[src/rtl/eprg_regs.svh]
// Purpose: Constants for the EPROM programming controller
// Assumes: 10 MHz system clock, 100 ns period
// Notes:   Times in ns, counts derived from the clock period
`ifndef EPRG_REGS_SVH
`define EPRG_REGS_SVH
`define EPRG_CLK_NS        100
`define EPRG_ACC_NS        250
`define EPRG_OE_NS         100
`define EPRG_PULSE_NS      1000000
`define EPRG_OVER_NS       2000000
`define EPRG_SETUP_NS      2000
`define EPRG_ACC_CYC  ((`EPRG_ACC_NS + `EPRG_CLK_NS - 1) / `EPRG_CLK_NS)
`define EPRG_SETUP_CYC ((`EPRG_SETUP_NS + `EPRG_CLK_NS - 1) / `EPRG_CLK_NS)
`define EPRG_PULSE_CYC (`EPRG_PULSE_NS / `EPRG_CLK_NS)
`define EPRG_OVER_CYC  (`EPRG_OVER_NS / `EPRG_CLK_NS)
`define EPRG_MAX_PULSES    25
`define EPRG_ERASED_BYTE   8'hff
`define EPRG_ID_SEL_BIT    9
`endif

[src/rtl/eprg_pkg.sv]
// Purpose: Types for the EPROM programming controller
// Assumes: Nothing beyond the constants header
// Notes:   Operation and result encodings
package eprg_pkg;
    typedef enum logic [1:0] {
        EPRG_OP_READ,
        EPRG_OP_PROGRAM,
        EPRG_OP_IDENT
    } eprg_op_t;
    typedef enum logic [1:0] {
        EPRG_RES_OK,
        EPRG_RES_FAIL_PASS1,
        EPRG_RES_FAIL_FINAL
    } eprg_res_t;
endpackage : eprg_pkg

[src/rtl/eprg_ctrl.sv]
// Purpose: Host controller for a 64K x 8 UV EPROM: read, identify, program
// Assumes: Pin inputs synchronous to i_sys_clk; level shifters drive HV
// Notes:   High voltages appear as separate qualifier outputs
`timescale 1ns/1ps
`default_nettype none
`include "eprg_regs.svh"
module eprg_ctrl
    import eprg_pkg::*;
#(
    parameter int AW         = 16,
    parameter int DW         = 8,
    parameter int PULSE_CYC  = `EPRG_PULSE_CYC,
    parameter int OVER_CYC   = `EPRG_OVER_CYC
) (
    input  wire logic          i_sys_clk,
    input  wire logic          i_rst_n,
    input  wire logic          i_start,
    input  wire eprg_pkg::eprg_op_t i_op,
    input  wire logic [AW-1:0] i_addr,
    input  wire logic [AW-1:0] i_last_addr,
    input  wire logic [DW-1:0] i_wdata,
    input  wire logic [DW-1:0] i_data_pins_in,
    output logic               o_busy,
    output logic               o_done,
    output eprg_pkg::eprg_res_t o_result,
    output logic [DW-1:0]      o_rdata,
    output logic               o_rdata_parity_ok,
    output logic [AW-1:0]      o_cur_addr,
    output logic               o_wdata_req,
    output logic [AW-1:0]      o_address_lines,
    output logic               o_chip_select_program_strobe_n,
    output logic               o_output_gate_n,
    output logic               o_output_gate_vpp,
    output logic               o_identifier_select_hv,
    output logic [DW-1:0]      o_data_pins_out,
    output logic               o_data_pins_oe
);
    import eprg_pkg::*;
    localparam int TW = 16;
    localparam logic [TW-1:0] ACC_C   = TW'(`EPRG_ACC_CYC);
    localparam logic [TW-1:0] SETUP_C = TW'(`EPRG_SETUP_CYC);
    localparam logic [TW-1:0] PULSE_C = TW'(PULSE_CYC);
    localparam logic [TW-1:0] OVER_C  = TW'(OVER_CYC);
    localparam logic [4:0]    MAXP    = 5'(`EPRG_MAX_PULSES);

    typedef enum logic [3:0] {
        S_IDLE, S_RD_WAIT, S_RD_DONE, S_SETUP, S_PULSE,
        S_VFY, S_VFY_CHK, S_NEXT, S_DONE
    } eprg_state_t;
    typedef enum logic [1:0] { P_ONE, P_OVER, P_FINAL } eprg_phase_t;

    eprg_state_t state_reg, state_next;
    eprg_phase_t phase_reg;
    eprg_op_t    op_reg;
    logic [AW-1:0] addr_reg, last_reg;
    logic [DW-1:0] wbyte_reg;
    logic [4:0]    pulses_reg;
    logic          fail_reg;
    logic          tm_load, tm_done;
    logic [TW-1:0] tm_count;

    function automatic logic odd_parity(input logic [DW-1:0] d);
        return ^d;
    endfunction : odd_parity

    // ************************************************************
    // Timer
    // ************************************************************
    eprg_timer #(.W(TW)) u_timer (
        .i_sys_clk (i_sys_clk),
        .i_rst_n   (i_rst_n),
        .i_load    (tm_load),
        .i_count   (tm_count),
        .o_busy    (),
        .o_done    (tm_done)
    );

    // ************************************************************
    // Sequencer
    // ************************************************************
    logic vfy_ok;
    assign vfy_ok = (i_data_pins_in == wbyte_reg);

    always_comb begin
        state_next = state_reg;
        tm_load    = 1'b0;
        tm_count   = ACC_C;
        unique case (state_reg)
            S_IDLE: begin
                if (i_start) begin
                    tm_load = 1'b1;
                    if (i_op == EPRG_OP_PROGRAM) begin
                        tm_count   = SETUP_C;
                        state_next = S_SETUP;
                    end else begin
                        state_next = S_RD_WAIT;
                    end
                end
            end
            S_RD_WAIT: if (tm_done) state_next = S_RD_DONE;
            S_RD_DONE: state_next = S_DONE;
            S_SETUP: begin
                if (tm_done) begin
                    tm_load    = 1'b1;
                    tm_count   = (phase_reg == P_OVER) ? OVER_C : PULSE_C;
                    state_next = (phase_reg == P_FINAL) ? S_VFY : S_PULSE;
                    if (phase_reg == P_FINAL) tm_count = ACC_C;
                end
            end
            S_PULSE: begin
                if (tm_done) begin
                    tm_load    = 1'b1;
                    tm_count   = ACC_C;
                    state_next = (phase_reg == P_OVER) ? S_NEXT : S_VFY;
                end
            end
            S_VFY: if (tm_done) state_next = S_VFY_CHK;
            S_VFY_CHK: begin
                if (vfy_ok || phase_reg == P_FINAL) begin
                    state_next = S_NEXT;
                end else if (pulses_reg >= MAXP) begin
                    state_next = S_DONE;
                end else begin
                    tm_load    = 1'b1;
                    tm_count   = SETUP_C;
                    state_next = S_SETUP;
                end
            end
            S_NEXT: begin
                if (addr_reg == last_reg && phase_reg == P_FINAL) begin
                    state_next = S_DONE;
                end else begin
                    tm_load    = 1'b1;
                    tm_count   = SETUP_C;
                    state_next = S_SETUP;
                end
            end
            S_DONE: state_next = S_IDLE;
            default: state_next = S_IDLE;
        endcase
    end

    always_ff @(posedge i_sys_clk or negedge i_rst_n) begin
        if (!i_rst_n) begin
            state_reg <= S_IDLE;
        end else begin
            state_reg <= state_next;
        end
    end

    always_ff @(posedge i_sys_clk or negedge i_rst_n) begin
        if (!i_rst_n) begin
            op_reg    <= EPRG_OP_READ;
            addr_reg  <= '0;
            last_reg  <= '0;
            phase_reg <= P_ONE;
        end else if (state_reg == S_IDLE && i_start) begin
            op_reg    <= i_op;
            addr_reg  <= i_addr;
            last_reg  <= i_last_addr;
            phase_reg <= P_ONE;
        end else if (state_reg == S_NEXT) begin
            if (addr_reg == last_reg) begin
                addr_reg  <= i_addr;
                phase_reg <= (phase_reg == P_ONE) ? P_OVER : P_FINAL;
            end else begin
                addr_reg <= addr_reg + 1'b1;
            end
        end
    end

    always_ff @(posedge i_sys_clk or negedge i_rst_n) begin
        if (!i_rst_n) begin
            wbyte_reg <= `EPRG_ERASED_BYTE;
        end else if ((state_reg == S_IDLE && i_start) || state_reg == S_NEXT) begin
            wbyte_reg <= i_wdata;
        end
    end

    always_ff @(posedge i_sys_clk or negedge i_rst_n) begin
        if (!i_rst_n) begin
            pulses_reg <= '0;
        end else if (state_reg == S_IDLE || state_reg == S_NEXT) begin
            pulses_reg <= '0;
        end else if (state_reg == S_PULSE && tm_done) begin
            pulses_reg <= pulses_reg + 1'b1;
        end
    end

    always_ff @(posedge i_sys_clk or negedge i_rst_n) begin
        if (!i_rst_n) begin
            fail_reg <= 1'b0;
            o_result <= EPRG_RES_OK;
        end else if (state_reg == S_IDLE && i_start) begin
            fail_reg <= 1'b0;
        end else if (state_reg == S_VFY_CHK && !vfy_ok) begin
            if (phase_reg == P_FINAL) fail_reg <= 1'b1;
            else if (pulses_reg >= MAXP) o_result <= EPRG_RES_FAIL_PASS1;
        end else if (state_reg == S_NEXT && state_next == S_DONE) begin
            o_result <= fail_reg ? EPRG_RES_FAIL_FINAL : EPRG_RES_OK;
        end else if (state_reg == S_RD_DONE) begin
            o_result <= EPRG_RES_OK;
        end
    end

    always_ff @(posedge i_sys_clk or negedge i_rst_n) begin
        if (!i_rst_n) begin
            o_rdata           <= '0;
            o_rdata_parity_ok <= 1'b0;
        end else if (state_reg == S_RD_DONE || state_reg == S_VFY_CHK) begin
            o_rdata           <= i_data_pins_in;
            o_rdata_parity_ok <= odd_parity(i_data_pins_in);
        end
    end

    // ************************************************************
    // Pin drive
    // ************************************************************
    logic rd_cyc, pgm_cyc, id_cyc;
    assign rd_cyc  = state_reg inside {S_RD_WAIT, S_RD_DONE, S_VFY, S_VFY_CHK};
    assign pgm_cyc = state_reg inside {S_SETUP, S_PULSE};
    assign id_cyc  = op_reg == EPRG_OP_IDENT && state_reg != S_IDLE
                     && state_reg != S_DONE;

    always_ff @(posedge i_sys_clk or negedge i_rst_n) begin
        if (!i_rst_n) begin
            o_address_lines                <= '0;
            o_chip_select_program_strobe_n <= 1'b1;
            o_output_gate_n                <= 1'b1;
            o_output_gate_vpp              <= 1'b0;
            o_identifier_select_hv         <= 1'b0;
            o_data_pins_out                <= '0;
            o_data_pins_oe                 <= 1'b0;
        end else begin
            o_address_lines <= id_cyc
                ? {{(AW-1){1'b0}}, addr_reg[0]} : addr_reg;
            o_identifier_select_hv <= id_cyc;
            o_output_gate_vpp <= pgm_cyc;
            o_output_gate_n   <= !rd_cyc;
            o_chip_select_program_strobe_n <=
                !(rd_cyc || (state_reg == S_PULSE && !tm_done));
            o_data_pins_out <= wbyte_reg;
            o_data_pins_oe  <= pgm_cyc;
        end
    end

    assign o_busy      = state_reg != S_IDLE;
    assign o_done      = state_reg == S_DONE;
    assign o_cur_addr  = addr_reg;
    assign o_wdata_req = state_reg == S_NEXT || state_reg == S_IDLE;

    // ************************************************************
    // Checks
    // ************************************************************
    chk_no_contention: assert property (
        @(posedge i_sys_clk) disable iff (!i_rst_n)
        o_data_pins_oe |-> o_output_gate_n)
        else $error("data driven while gate low");
    chk_pgm_needs_vpp: assert property (
        @(posedge i_sys_clk) disable iff (!i_rst_n)
        (!o_chip_select_program_strobe_n && o_output_gate_n)
        |-> (o_output_gate_vpp && o_data_pins_oe))
        else $error("program strobe without supply or data");
    chk_id_addr_low: assert property (
        @(posedge i_sys_clk) disable iff (!i_rst_n)
        o_identifier_select_hv |-> (o_address_lines[AW-1:1] == '0))
        else $error("identify with upper address bits set");
    chk_pulse_limit: assert property (
        @(posedge i_sys_clk) disable iff (!i_rst_n)
        pulses_reg <= MAXP)
        else $error("too many pulses on one address");
    chk_pulse_width: assert property (
        @(posedge i_sys_clk) disable iff (!i_rst_n)
        ($rose(state_reg == S_PULSE) && phase_reg == P_ONE)
        |-> (state_reg == S_PULSE) [*8])
        else $error("program pulse too short");
    chk_verify_after: assert property (
        @(posedge i_sys_clk) disable iff (!i_rst_n)
        ($fell(state_reg == S_PULSE) && phase_reg == P_ONE)
        |-> state_reg == S_VFY)
        else $error("no verify after pulse");
    chk_vpp_off_read: assert property (
        @(posedge i_sys_clk) disable iff (!i_rst_n)
        !o_output_gate_n |-> !o_output_gate_vpp)
        else $error("supply on while reading");
    chk_read_delay: assert property (
        @(posedge i_sys_clk) disable iff (!i_rst_n)
        (state_reg == S_IDLE && i_start && i_op != EPRG_OP_PROGRAM)
        |-> ##1 (state_reg == S_RD_WAIT) [*3])
        else $error("read sampled too early");
endmodule : eprg_ctrl
`default_nettype wire

[src/rtl/eprg_timer.sv]
// Purpose: Down counter timing pulses and waits
// Assumes: Single clock, load has priority
// Notes:   o_done pulses one cycle when count reaches zero
`timescale 1ns/1ps
`default_nettype none
module eprg_timer #(
    parameter int W = 16
) (
    input  wire logic         i_sys_clk,
    input  wire logic         i_rst_n,
    input  wire logic         i_load,
    input  wire logic [W-1:0] i_count,
    output logic              o_busy,
    output logic              o_done
);
    logic [W-1:0] cnt_reg;
    always_ff @(posedge i_sys_clk or negedge i_rst_n) begin
        if (!i_rst_n) begin
            cnt_reg <= '0;
        end else if (i_load) begin
            cnt_reg <= i_count;
        end else if (cnt_reg != '0) begin
            cnt_reg <= cnt_reg - 1'b1;
        end
    end
    always_ff @(posedge i_sys_clk or negedge i_rst_n) begin
        if (!i_rst_n) begin
            o_done <= 1'b0;
        end else begin
            o_done <= !i_load && (cnt_reg == {{(W-1){1'b0}}, 1'b1});
        end
    end
    assign o_busy = (cnt_reg != '0) || i_load;
endmodule : eprg_timer
`default_nettype wire

[config.mk]
export PLATFORM = sky130hd
export DESIGN_NAME = eprg_ctrl
export DESIGN_NICKNAME = d
export VERILOG_FILES = /design/src/rtl/eprg_pkg.sv /design/src/rtl/eprg_ctrl.sv /design/src/rtl/eprg_timer.sv
export VERILOG_INCLUDE_DIRS = /design/src /design/src/rtl
export SDC_FILE = /design/constraint.sdc
export NUM_CORES = 1
export LEC_CHECK = 0
export BUFFER_PORTS_ARGS = -buffer_cell sky130_fd_sc_hd__buf_2
export CAP_MARGIN = 20
export CORE_MARGIN = 3
export CORE_UTILIZATION = 50
export DETAILED_ROUTE_END_ITERATION = 12
export GPL_TIMING_DRIVEN = 0
export MAX_ROUTING_LAYER = met4
export PLACE_DENSITY = 0.84
export REMOVE_ABC_BUFFERS = 1
export SLEW_MARGIN = 20
export SYNTH_ARGS = -nofsm -noshare
export SYNTH_HDL_FRONTEND = slang
export SYNTH_SLANG_ARGS = --single-unit
[constraint.sdc]
create_clock -name i_sys_clk -period 2.08 [get_ports i_sys_clk]
set_input_delay 0.624 -clock i_sys_clk [delete_from_list [all_inputs] [get_ports i_sys_clk]]
set_output_delay 0.624 -clock i_sys_clk [all_outputs]
set_load 0.03 [all_outputs]
* Word-level counts from Yosys, hierarchy flattened *
Index checks and enable logic that the tools add are counted.

cells by class
  $add $sub $neg = 3
  $lt $le $gt $ge = 1
  equal/unequal tests = 19
  muxes and demuxes = 48
  bitwise gates (word level) = 1
  reduce and logical (&&, ||, !) cells = 37

operators by type and width
  cell                                                                     count
  16-bit two-way mux                                                       6
  15-bit case mux with 4 select lines                                      1
  15-bit two-way mux                                                       3
  5-bit two-way mux                                                        7
  4-bit two-way mux                                                        8
  4-bit case mux with 8 select lines                                       1
  2-bit two-way mux                                                        12
  16-bit by 1-bit adder with 16-bit output (second input constant)         1
  16-bit by 1-bit equality test with 1-bit output (second input constant)  1
  16-bit equality test                                                     1
  4-bit by 3-bit equality test with 1-bit output (second input constant)   4
  16-bit nonzero test                                                      1
  16-bit by 1-bit subtractor with 16-bit output (second input constant)    1
  2-bit nonzero test                                                       7
  1-bit logical AND                                                        9
  1-bit two-way mux                                                        9
  4-bit by 2-bit equality test with 1-bit output (second input constant)   2
  4-bit equality test (second input constant)                              2
  8-bit equality test                                                      1
  4-bit nonzero test                                                       2
  8-bit XOR reduction                                                      1
  5-bit by 1-bit adder with 5-bit output (second input constant)           1
  5-bit greater-or-equal comparator (second input constant)                1
  1-bit zero test                                                          5
  14 further kinds                                                         22

word-level totals
  bits in registers = 110
  bits of input ports = 53
  output and inout port bits = 59
  logic and storage cells = 128

* Depth between registers and ports, before layout *
Gate-level depths: netlist (run 1).

  depth after elaboration = 8
  mapped depth = 9
  gate-level depth less buffers = 8

* Cells and area by module *
Synthesis (run 1) repeated with hierarchy kept, for this count alone.

unflattened totals
  cells, all modules = 581
  area total of the unflattened synthesis = 5620.4 um^2

by module, submodules not included
  module      times used  cells each  area an instance (um^2)  sequential area each (um^2)
  eprg_ctrl   1           461         4544.4                   2339.7
  eprg_timer  1           120         1076.0                   425.4

* Worst setup path before layout (run 1) *
No wires, ideal clock.

  path kind = register -> register
  start = register pulses_reg[0]
  end = register u_timer.cnt_reg[0]
  library setup time = 0.079 ns
  arrival = 1.992 ns
  setup slack = 0.009 ns
  cell stages (with the launch flop) = 9
  path buffers = 1
  period minus slack after synthesis = 2.071 ns
  cell sequence = dfrtp_1 -> ha_1 -> nor4_1 -> nor2_1 -> a2111oi_0 -> a211oi_2 -> nand2b_1 -> buf_2 -> mux2i_1

between the ends
  word-level cells in the longest chain between the ends = 5
  elaborated cells between the ends (all ways) = 9
  those cells by class = order compare (1); mux (7); reduce/logical (1)

ends and longest elaborated chain
  element                                                                                           line              RTL
  from (decl)                                                                                       eprg_ctrl.sv:57   logic [4:0] pulses_reg;
  from (signal assigned)                                                                            eprg_ctrl.sv:186  pulses_reg <= pulses_reg + 1'b1;
  5-bit greater-or-equal comparator *                                                               eprg_ctrl.sv:121  end else if (pulses_reg >= MAXP) begin
  5-bit two-way mux / 1-bit two-way mux (equally long branches)                                     eprg_ctrl.sv:121
  5-bit two-way mux / 1-bit two-way mux (equally long branches)                                     eprg_ctrl.sv:119  if (vfy_ok || phase_reg == P_FINAL) begin
  15-bit case mux with 4 select lines / 1-bit case mux with 4 select lines (equally long branches)  eprg_ctrl.sv:88   unique case (state_reg)
  16-bit two-way mux / 2-bit nonzero test (equally long branches)                                   -
  to (signal assigned)                                                                              eprg_timer.sv:21  cnt_reg <= i_count;
  to (signal assigned)                                                                              eprg_timer.sv:23  cnt_reg <= cnt_reg - 1'b1;
  to (decl)                                                                                         eprg_timer.sv:16  logic [W-1:0] cnt_reg;

Mark *: on every way between the ends. The rest lies on a longest branch, timed or not.
A chain may end at the register's enable or synchronous reset.

* Worst setup path after layout (run 1) *
  start = register u_timer.cnt_reg[8]
  end = register u_timer.cnt_reg[7]

between the ends
  word-level cells in the longest chain between the ends = 2

ends and longest elaborated chain
  element                              line              RTL
  16-bit nonzero test                  eprg_timer.sv:22  end else if (cnt_reg != '0) begin
  2-bit nonzero test (no source line)  -

Every way passes these cells.

==> results of run 1 <==
==> cell type report <==
type,count,share of cell area [%]
flip-flops and latches,110,40.15
multi-input cells,392,39.68
repair buffers,152,13.65
well taps,136,2.453
clock buffers,10,1.840
inverters,21,1.136
clock inverters,6,1.082
==> critical path: stages (launching register included) <==
cell     delay, ns
dfrtp_1       0.41
or4_4         0.59
nor4b_4       0.38
and3_4        0.30
buf_4         0.12
nor3_2        0.04
xnor2_1       0.16
nor2_1        0.06
==> metrics by stage <==
step           TNS [ns]  instances  hold WS, ns  util (%)
6_report        -0.2509        827       0.1056     66.59
3_5_place_dp     -39.91        771       0.4081     58.20
4_1_cts        -0.07051        808       0.1182     63.57
3_3_place_gp    -134.55        769       0.4062     57.71
2_1_floorplan    -7.745        522       0.3284         -
5_1_grt          -2.105        827       0.1210     66.59
==> layer usage <==
metal | vias to the layer above | track usage, % | routed length (um) | part of all wire, %
li1 | 2145 | - | - | -
met1 | 2324 | 30.40 | 5659 | 39
met2 | 257 | 38.71 | 7468 | 51
met3 | 44 | 4.874 | 1204 | 8.2
met4 | 0 | 6.946 | 325 | 2.2
met5 | - | - | 0 | 0
==> worst min path at each step <==
stage,to,cells after the start
global placement,o_data_pins_out[5],0
finish,o_address_lines[2],1
CTS,o_address_lines[2],1
global route,o_address_lines[2],1
detailed placement,o_data_pins_out[5],0
floorplan,fail_reg,0
==> report_power, final <==
group / total, mW / leakage (nW) / switching (mW) / internal (mW)
clock: 1.36 / 0.0998 / 0.779 / 0.580
combinational: 0.323 / 1.88 / 0.205 / 0.118
sequential: 2.21 / 1.30 / 0.0322 / 2.18
==> layout by cell type, fill, tap and decap left out, drive strengths merged, types with 2 or more instances in the layout <==
master,n
a21o,3
a21oi,12
a221o,5
a22oi,4
a32oi,3
and2,6
and3,7
buf,152
clkbuf,10
dfrtp,100
dfstp,10
ha,8
inv,25
mux2,11
mux2i,6
nand2,110
nand2b,5
nand3,11
nand3b,2
nand4,7
nor2,40
nor2b,8
nor3,13
nor3b,3
nor4,15
o211ai,3
o21a,2
o21ai,25
o22ai,6
o311ai,2
or2,3
or3,5
or4,2
xnor2,18
xor2,31
==> repair_timing <==
action	4_1_cts	5_1_grt
setup endpoints to repair	69	40
hold buffers	0	0
pin swaps	10	9
setup buffers	21	18
endpoints found under the hold margin	0	0
gates resized for setup	46	39
gates cloned	0	1
==> synth_stat cells, drive strengths merged (9+ instances only) <==
master	number
nor3	13
buf	12
nor2	40
clkbuf	9
nand3	11
xnor2	18
o21ai	25
xor2	31
mux2	11
dfrtp	100
a21oi	11
inv	21
dfstp	10
nand2	110
nor4	15
==> logic make-up after synthesis <==
| family | Yosys count |
|---|---|
| flip-flops | 110 |
| adder cells (fa/ha/maj) | 8 |
| buffers and inverters | 42 |
| AND/OR/NAND/NOR | 242 |
| AO/OA/AOI/OAI | 75 |
| XOR/XNOR | 49 |
| multiplexers | 17 |
==> summary.md, run 1 <==
| Metric | Value |
|---|---|
| Status | `finished with violations` |
| Failing checks | `negative setup slack` |
| Worst Max-Slew Pin Slew | `0.5484 ns` |
| Synth Area in Simple Gates | `22.57%` |
| Routed Antenna Nets | `0` |
| Worst r2r src | `u_timer.cnt_reg[8]` |
| Die width | `109.8 um` |
| Vias per inst | `5.768` |
| GPL Wtd Cong | `0.9092` |
| Crit path kind | `reg2reg` |
| Max Clk Rate | `466.3 MHz` |
| Yosys top cell by area | `dfrtp_1` |
| Total of max-cap violations | `0` |
| Data required, critical path | `around 2.4 ns` |
| Multi-input gate area | `2753 um^2` |
| Vias in the first global route | `about 4400` |
| Total power | `3.894 mW` |
| Register Area | `2785 um^2` |
| XOR/XNOR Fraction of Synth Area | `7.973%` |
| Tcrit/Tclk final | `103.1%` |
| Worst EP arrival | `~2.4 ns` |
| Diode count | `0` |
| Pwr dens | `561.4 nW/um^2` |
| Seq/Total Area, Yosys | `51.37%` |
| Gr ovfl total | `0` |
| GRT Total Usage | `about a quarter` |
| Synthesized area | `5383 um^2` |
| Initial antenna violation count | `0` |
| Pre-CTS worst setup slack | `-1.128 ns` |
| CP startpoint | `u_timer.cnt_reg[8]` |
| Worst Setup Slack, final | `-0.06458 ns` |
| Final WL | `14660 um` |
| Initial DRC count | `416` |
| Synth Flop Type | `dfrtp_1` |
| Average cell area after synthesis | `9.913 um^2` |
| Final HPWL DP | `9300 um` |
| Post-synthesis mux area share | `under 10%` |
| First-pass GRT wire length | `21610 um` |
| Post-synth EDFFs | `0` |
| CTS clk-pin slew, worst paths | `0.12 ns` |
| Final instance area | `6937 um^2` |
| H-tree levels | `3` |
| Sink Count | `110` |
| Max Buffers Root-to-Sink | `2` |
| Residual DRC | `0` |
| Pleak | `around 3.3 nW` |
| Area share of the largest cell type after synthesis | `46.49%` |
| Wire per inst | `approximately 18 um` |
| Final Setup Violations | `6` |
| Ys Warns | `0` |
| RSZ-0062 raised after global routing | `true` |
| Fin crit period | `2.145 ns` |
| Critical path peak fanout | `4` |
| FF-to-FF End | `u_timer.cnt_reg[7]` |
| Slew headroom | `63.32%` |
| HP Class | `in2async` |
| Area delta synth->final | `28.87%` |
| Final nets | `approximately 750` |
| Asr flop ratio synth | `100.0%` |
| Placed Area | `approximately 6000 um^2` |
| Top cells by area, synth | `dfrtp_1 (46%), nand2_1 (7.5%), xor2_1 (5.0%)` |
| Worst Setup EP | `u_timer.cnt_reg[7]` |
| Port Buffers | `111` |
| Drt first pass iters | `5` |
| Clk_lat worst skew | `0.39 ns` |
| Synth Area in Adders | `around 1.9%` |
| Worst setup SP type | `register` |
| Complex-gate fraction of the synthesized area | `under 10%` |
| Routed vias | `approximately 4800` |
| CTS root buf | `clkbuf_8` |
| Share of cells above drive strength 1 | `37.77%` |
| Synth cell types | `64` |
| Reg2reg path depth | `7` |
| Max IR drop VDD | `461.0 uV` |
| Flop2flop setup slack | `-0.06 ns` |
| Die area | `around 12000 um^2` |
| FP Rows | `37` |
| Fill count | `773` |
| Die Y-Extent | `~110 um` |
| Max-slew violations | `0` |
| TritonCTS clock tree | `yes` |
| Yosys reg bits | `110` |
| Final count of hold timing violations | `0` |
| # IOs | `112` |
| Largest net degree at the start of global routing | `between 70 and 80` |
| Starting Density | `between 50% and 60%` |
| Gate Count Post-Synth | `543` |
| Num CTS Buffers | `9` |
| Total core area | `between 10000 and 15000 um^2` |
| CP endpoint kind | `register` |
| Main combinational cell family by area after synthesis | `simple AND/OR/NAND/NOR gates` |
| Clock Skew | `0.02169 ns` |
Note: power is estimated with default switching activity, not from simulation.
==> run 2, diff against run 1 <==
- CELL_PAD_IN_SITES_DETAIL_PLACEMENT: default -> 2
- CELL_PAD_IN_SITES_GLOBAL_PLACEMENT: default -> 2
- CORE_UTILIZATION: 50 -> 31
- SYNTH_HIERARCHICAL: default -> 1
==> run 2 against run 1 <==
- the flow still finishes with violations (negative setup slack)
- utilization is 22 points lower
- clock-buffer cell count is 1 higher
- synthesized area is 4.3% higher
- power grew to 3.1 times the previous value
- hold slack better by 0.061 ns
- wire length is 83% higher
- global-route usage is 2.4 points higher
- final area is 12% higher
- largest cell class is now multi-input combinational cells
==> summary.md, run 2 <==
| Metric | Value |
|---|---|
| Crit path kind | `reg2reg (unchanged)` |
| Residual DRC | `0 (unchanged)` |
| Synthesized area | `5617 um^2 (was 5383 um^2)` |
| Placed Area | `6342 um^2 (was 6062 um^2)` |
| Clock Skew | `0.02569 ns (was 0.02169 ns)` |
| Ys Warns | `6 (was 0)` |
| Worst Max-Slew Pin Slew | `0.9450 ns (was 0.5484 ns)` |
| Worst EP arrival | `2.92 ns (was 2.43 ns)` |
| Leading cell type in the layout, fill and taps excluded | `nand2_1 (was buf_2)` |
| Num CTS Buffers | `9 (unchanged)` |
| Largest net degree at the start of global routing | `70 (was 77)` |
| Max-slew violations | `0 (unchanged)` |
| Tcrit/Tclk final | `126.9% (was 103.1%)` |
| Max Buffers Root-to-Sink | `2 (unchanged)` |
| Routed Antenna Nets | `0 (unchanged)` |
| Status | `finished with violations (unchanged)` |
| Pleak | `3.592 nW (was 3.282 nW)` |
| CTS clk-pin slew, worst paths | `0.09 ns (was 0.12 ns)` |
| H-tree levels | `3 (unchanged)` |
| Drt first pass iters | `5 (unchanged)` |
| Worst setup SP type | `register (unchanged)` |
| Final count of hold timing violations | `0 (unchanged)` |
| CTS root buf | `clkbuf_16 (was clkbuf_8)` |
| Max IR drop VDD | `683.4 uV (was 461.0 uV)` |
| Die area | `19770 um^2 (was 12050 um^2)` |
| Slew headroom | `36.42% (was 63.32%)` |
| Fin crit period | `2.640 ns (was 2.145 ns)` |
| Initial DRC count | `421 (was 416)` |
| Gate Count Post-Synth | `580 (was 543)` |
| Initial antenna violation count | `3 (was 0)` |
| Total core area | `17540 um^2 (was 10420 um^2)` |
| Die width | `140.6 um (was 109.8 um)` |
| Gr ovfl total | `0 (unchanged)` |
| Sink Count | `110 (unchanged)` |
| Share of cells above drive strength 1 | `40.88% (was 37.77%)` |
| Clk_lat worst skew | `0.39 ns (about the same)` |
| Worst Setup Slack, final | `-0.5602 ns (was -0.06458 ns)` |
| RSZ-0062 raised after global routing | `true (unchanged)` |
| Total negative slack | `-14.23 ns (was -0.2509 ns)` |
| Critical path peak fanout | `6 (was 4)` |
| Die Y-Extent | `140.6 um (was 109.8 um)` |
| HP Class | `in2async (unchanged)` |
| Port Buffers | `111 (unchanged)` |
| Final WL | `26790 um (was 14660 um)` |
| Pre-CTS worst setup slack | `-2.751 ns (was -1.128 ns)` |
| Vias per inst | `5.659 (was 5.768)` |
| Final instance area | `7754 um^2 (was 6937 um^2)` |
| Area delta synth->final | `38.05% (was 28.87%)` |
| Average cell area after synthesis | `9.684 um^2 (was 9.913 um^2)` |
| Wire per inst | `27.48 um (was 17.72 um)` |
| TritonCTS clock tree | `yes (unchanged)` |
| Starting Density | `32.03% (was 51.68%)` |
| Final HPWL DP | `13670 um (was 9300 um)` |
| Total of max-cap violations | `0 (unchanged)` |
| Data required, critical path | `2.36 ns (about the same)` |
| CP endpoint kind | `register (unchanged)` |
| Max Clk Rate | `378.8 MHz (was 466.3 MHz)` |
| Vias in the first global route | `6134 (was 4431)` |
| # IOs | `112 (unchanged)` |
| Final Setup Violations | `43 (was 6)` |
| GPL Wtd Cong | `0.8322 (was 0.9092)` |
| First-pass GRT wire length | `38390 um (was 21610 um)` |
| FP Rows | `48 (was 37)` |
| Final nets | `803 (was 747)` |
| GRT Total Usage | `26.24% (was 23.84%)` |
| Pwr dens | `1551 nW/um^2 (was 561.4 nW/um^2)` |
| Commonest cells after routing, fill and taps aside | `nand2_1 (111), buf_2 (108), dfrtp_1 (84) (was buf_2 (108), nand2_1 (103), dfrtp_1 (84))` |
| Failing checks | `negative setup slack (unchanged)` |
| Routed vias | `5518 (was 4770)` |
==> run 2: layer usage <==
layer,GRT usage (%),up-vias,wire length (um)
li1,-,2341,-
met1,29.74,2908,10650
met2,45.61,208,14090
met3,4.613,61,1022
met4,11.32,0,1026
met5,-,-,0
==> run 2: what timing repair did <==
| action | 4_1_cts | 5_1_grt |
|---|---|---|
| setup endpoints to repair | 78 | 44 |
| buffers inserted | 50 | 18 |
| gates resized for setup | 90 | 46 |
| pin swaps | 16 | 17 |
| hold buffers | 0 | 0 |
| cloned | 4 | 0 |
==> run 2: final timing paths <==
path	from	endpoint	slack, ns	cells past startpoint
setup / recovery	last_reg[2]	u_timer/cnt_reg[9]	-0.56	9
hold / removal	i_rst_n	o_data_pins_out[1]	0.17	1
setup reg to reg	last_reg[2]	u_timer/cnt_reg[9]	-0.56	9
hold reg to reg	wbyte_reg[1]	o_data_pins_out[1]	0.43	0
max in group asynchronous	i_rst_n	o_cur_addr[14]	1.14	2
min in group i_sys_clk	i_last_addr[5]	last_reg[5]	0.43	3
==> run 2: worst max-delay path, cell delays in order (launching register included) <==
cell and delay [ns]:
dfrtp_1 0.45, xnor2_2 0.21, nand4_1 0.27, nor4_4 0.44, nand2b_4 0.22, a22o_1 0.20
nand4_1 0.14, buf_6 0.19, buf_6 0.14, o31ai_4 0.27
==> run 2: area by class of cell <==
type,instances,area [um^2]
fillers,1871,9783
multi-input cells,425,3077
flip-flops and latches,110,2788
repair buffers,178,1216
well taps,225,281.5
clock buffers,11,242.7
inverters,16,72.57
clock inverters,5,58.81
diodes,4,10.01
repair inverters,1,7.507
==> run 2: through the flow <==
| stage | hold WS, ns | util, % | power [mW] | std cells |
|---|---|---|---|---|
| 2_1_floorplan | 0.3284 | - | 6.804 | 550 |
| 3_3_place_gp | 0.4083 | 35.87 | 8.123 | 886 |
| 3_5_place_dp | 0.4132 | 36.17 | 8.508 | 888 |
| 4_1_cts | 0.1947 | 42.39 | 11.10 | 958 |
| 5_1_grt | 0.1908 | 44.21 | 12.54 | 975 |
| 6_report | 0.1669 | 44.21 | 12.02 | 975 |
==> run 2: where the power goes <==
part / internal (mW) / total [mW] / switching (mW)
Sequential: 3.11 / 4.14 / 1.03
Combinational: 2.20 / 5.98 / 3.78
Clock: 0.974 / 1.90 / 0.930
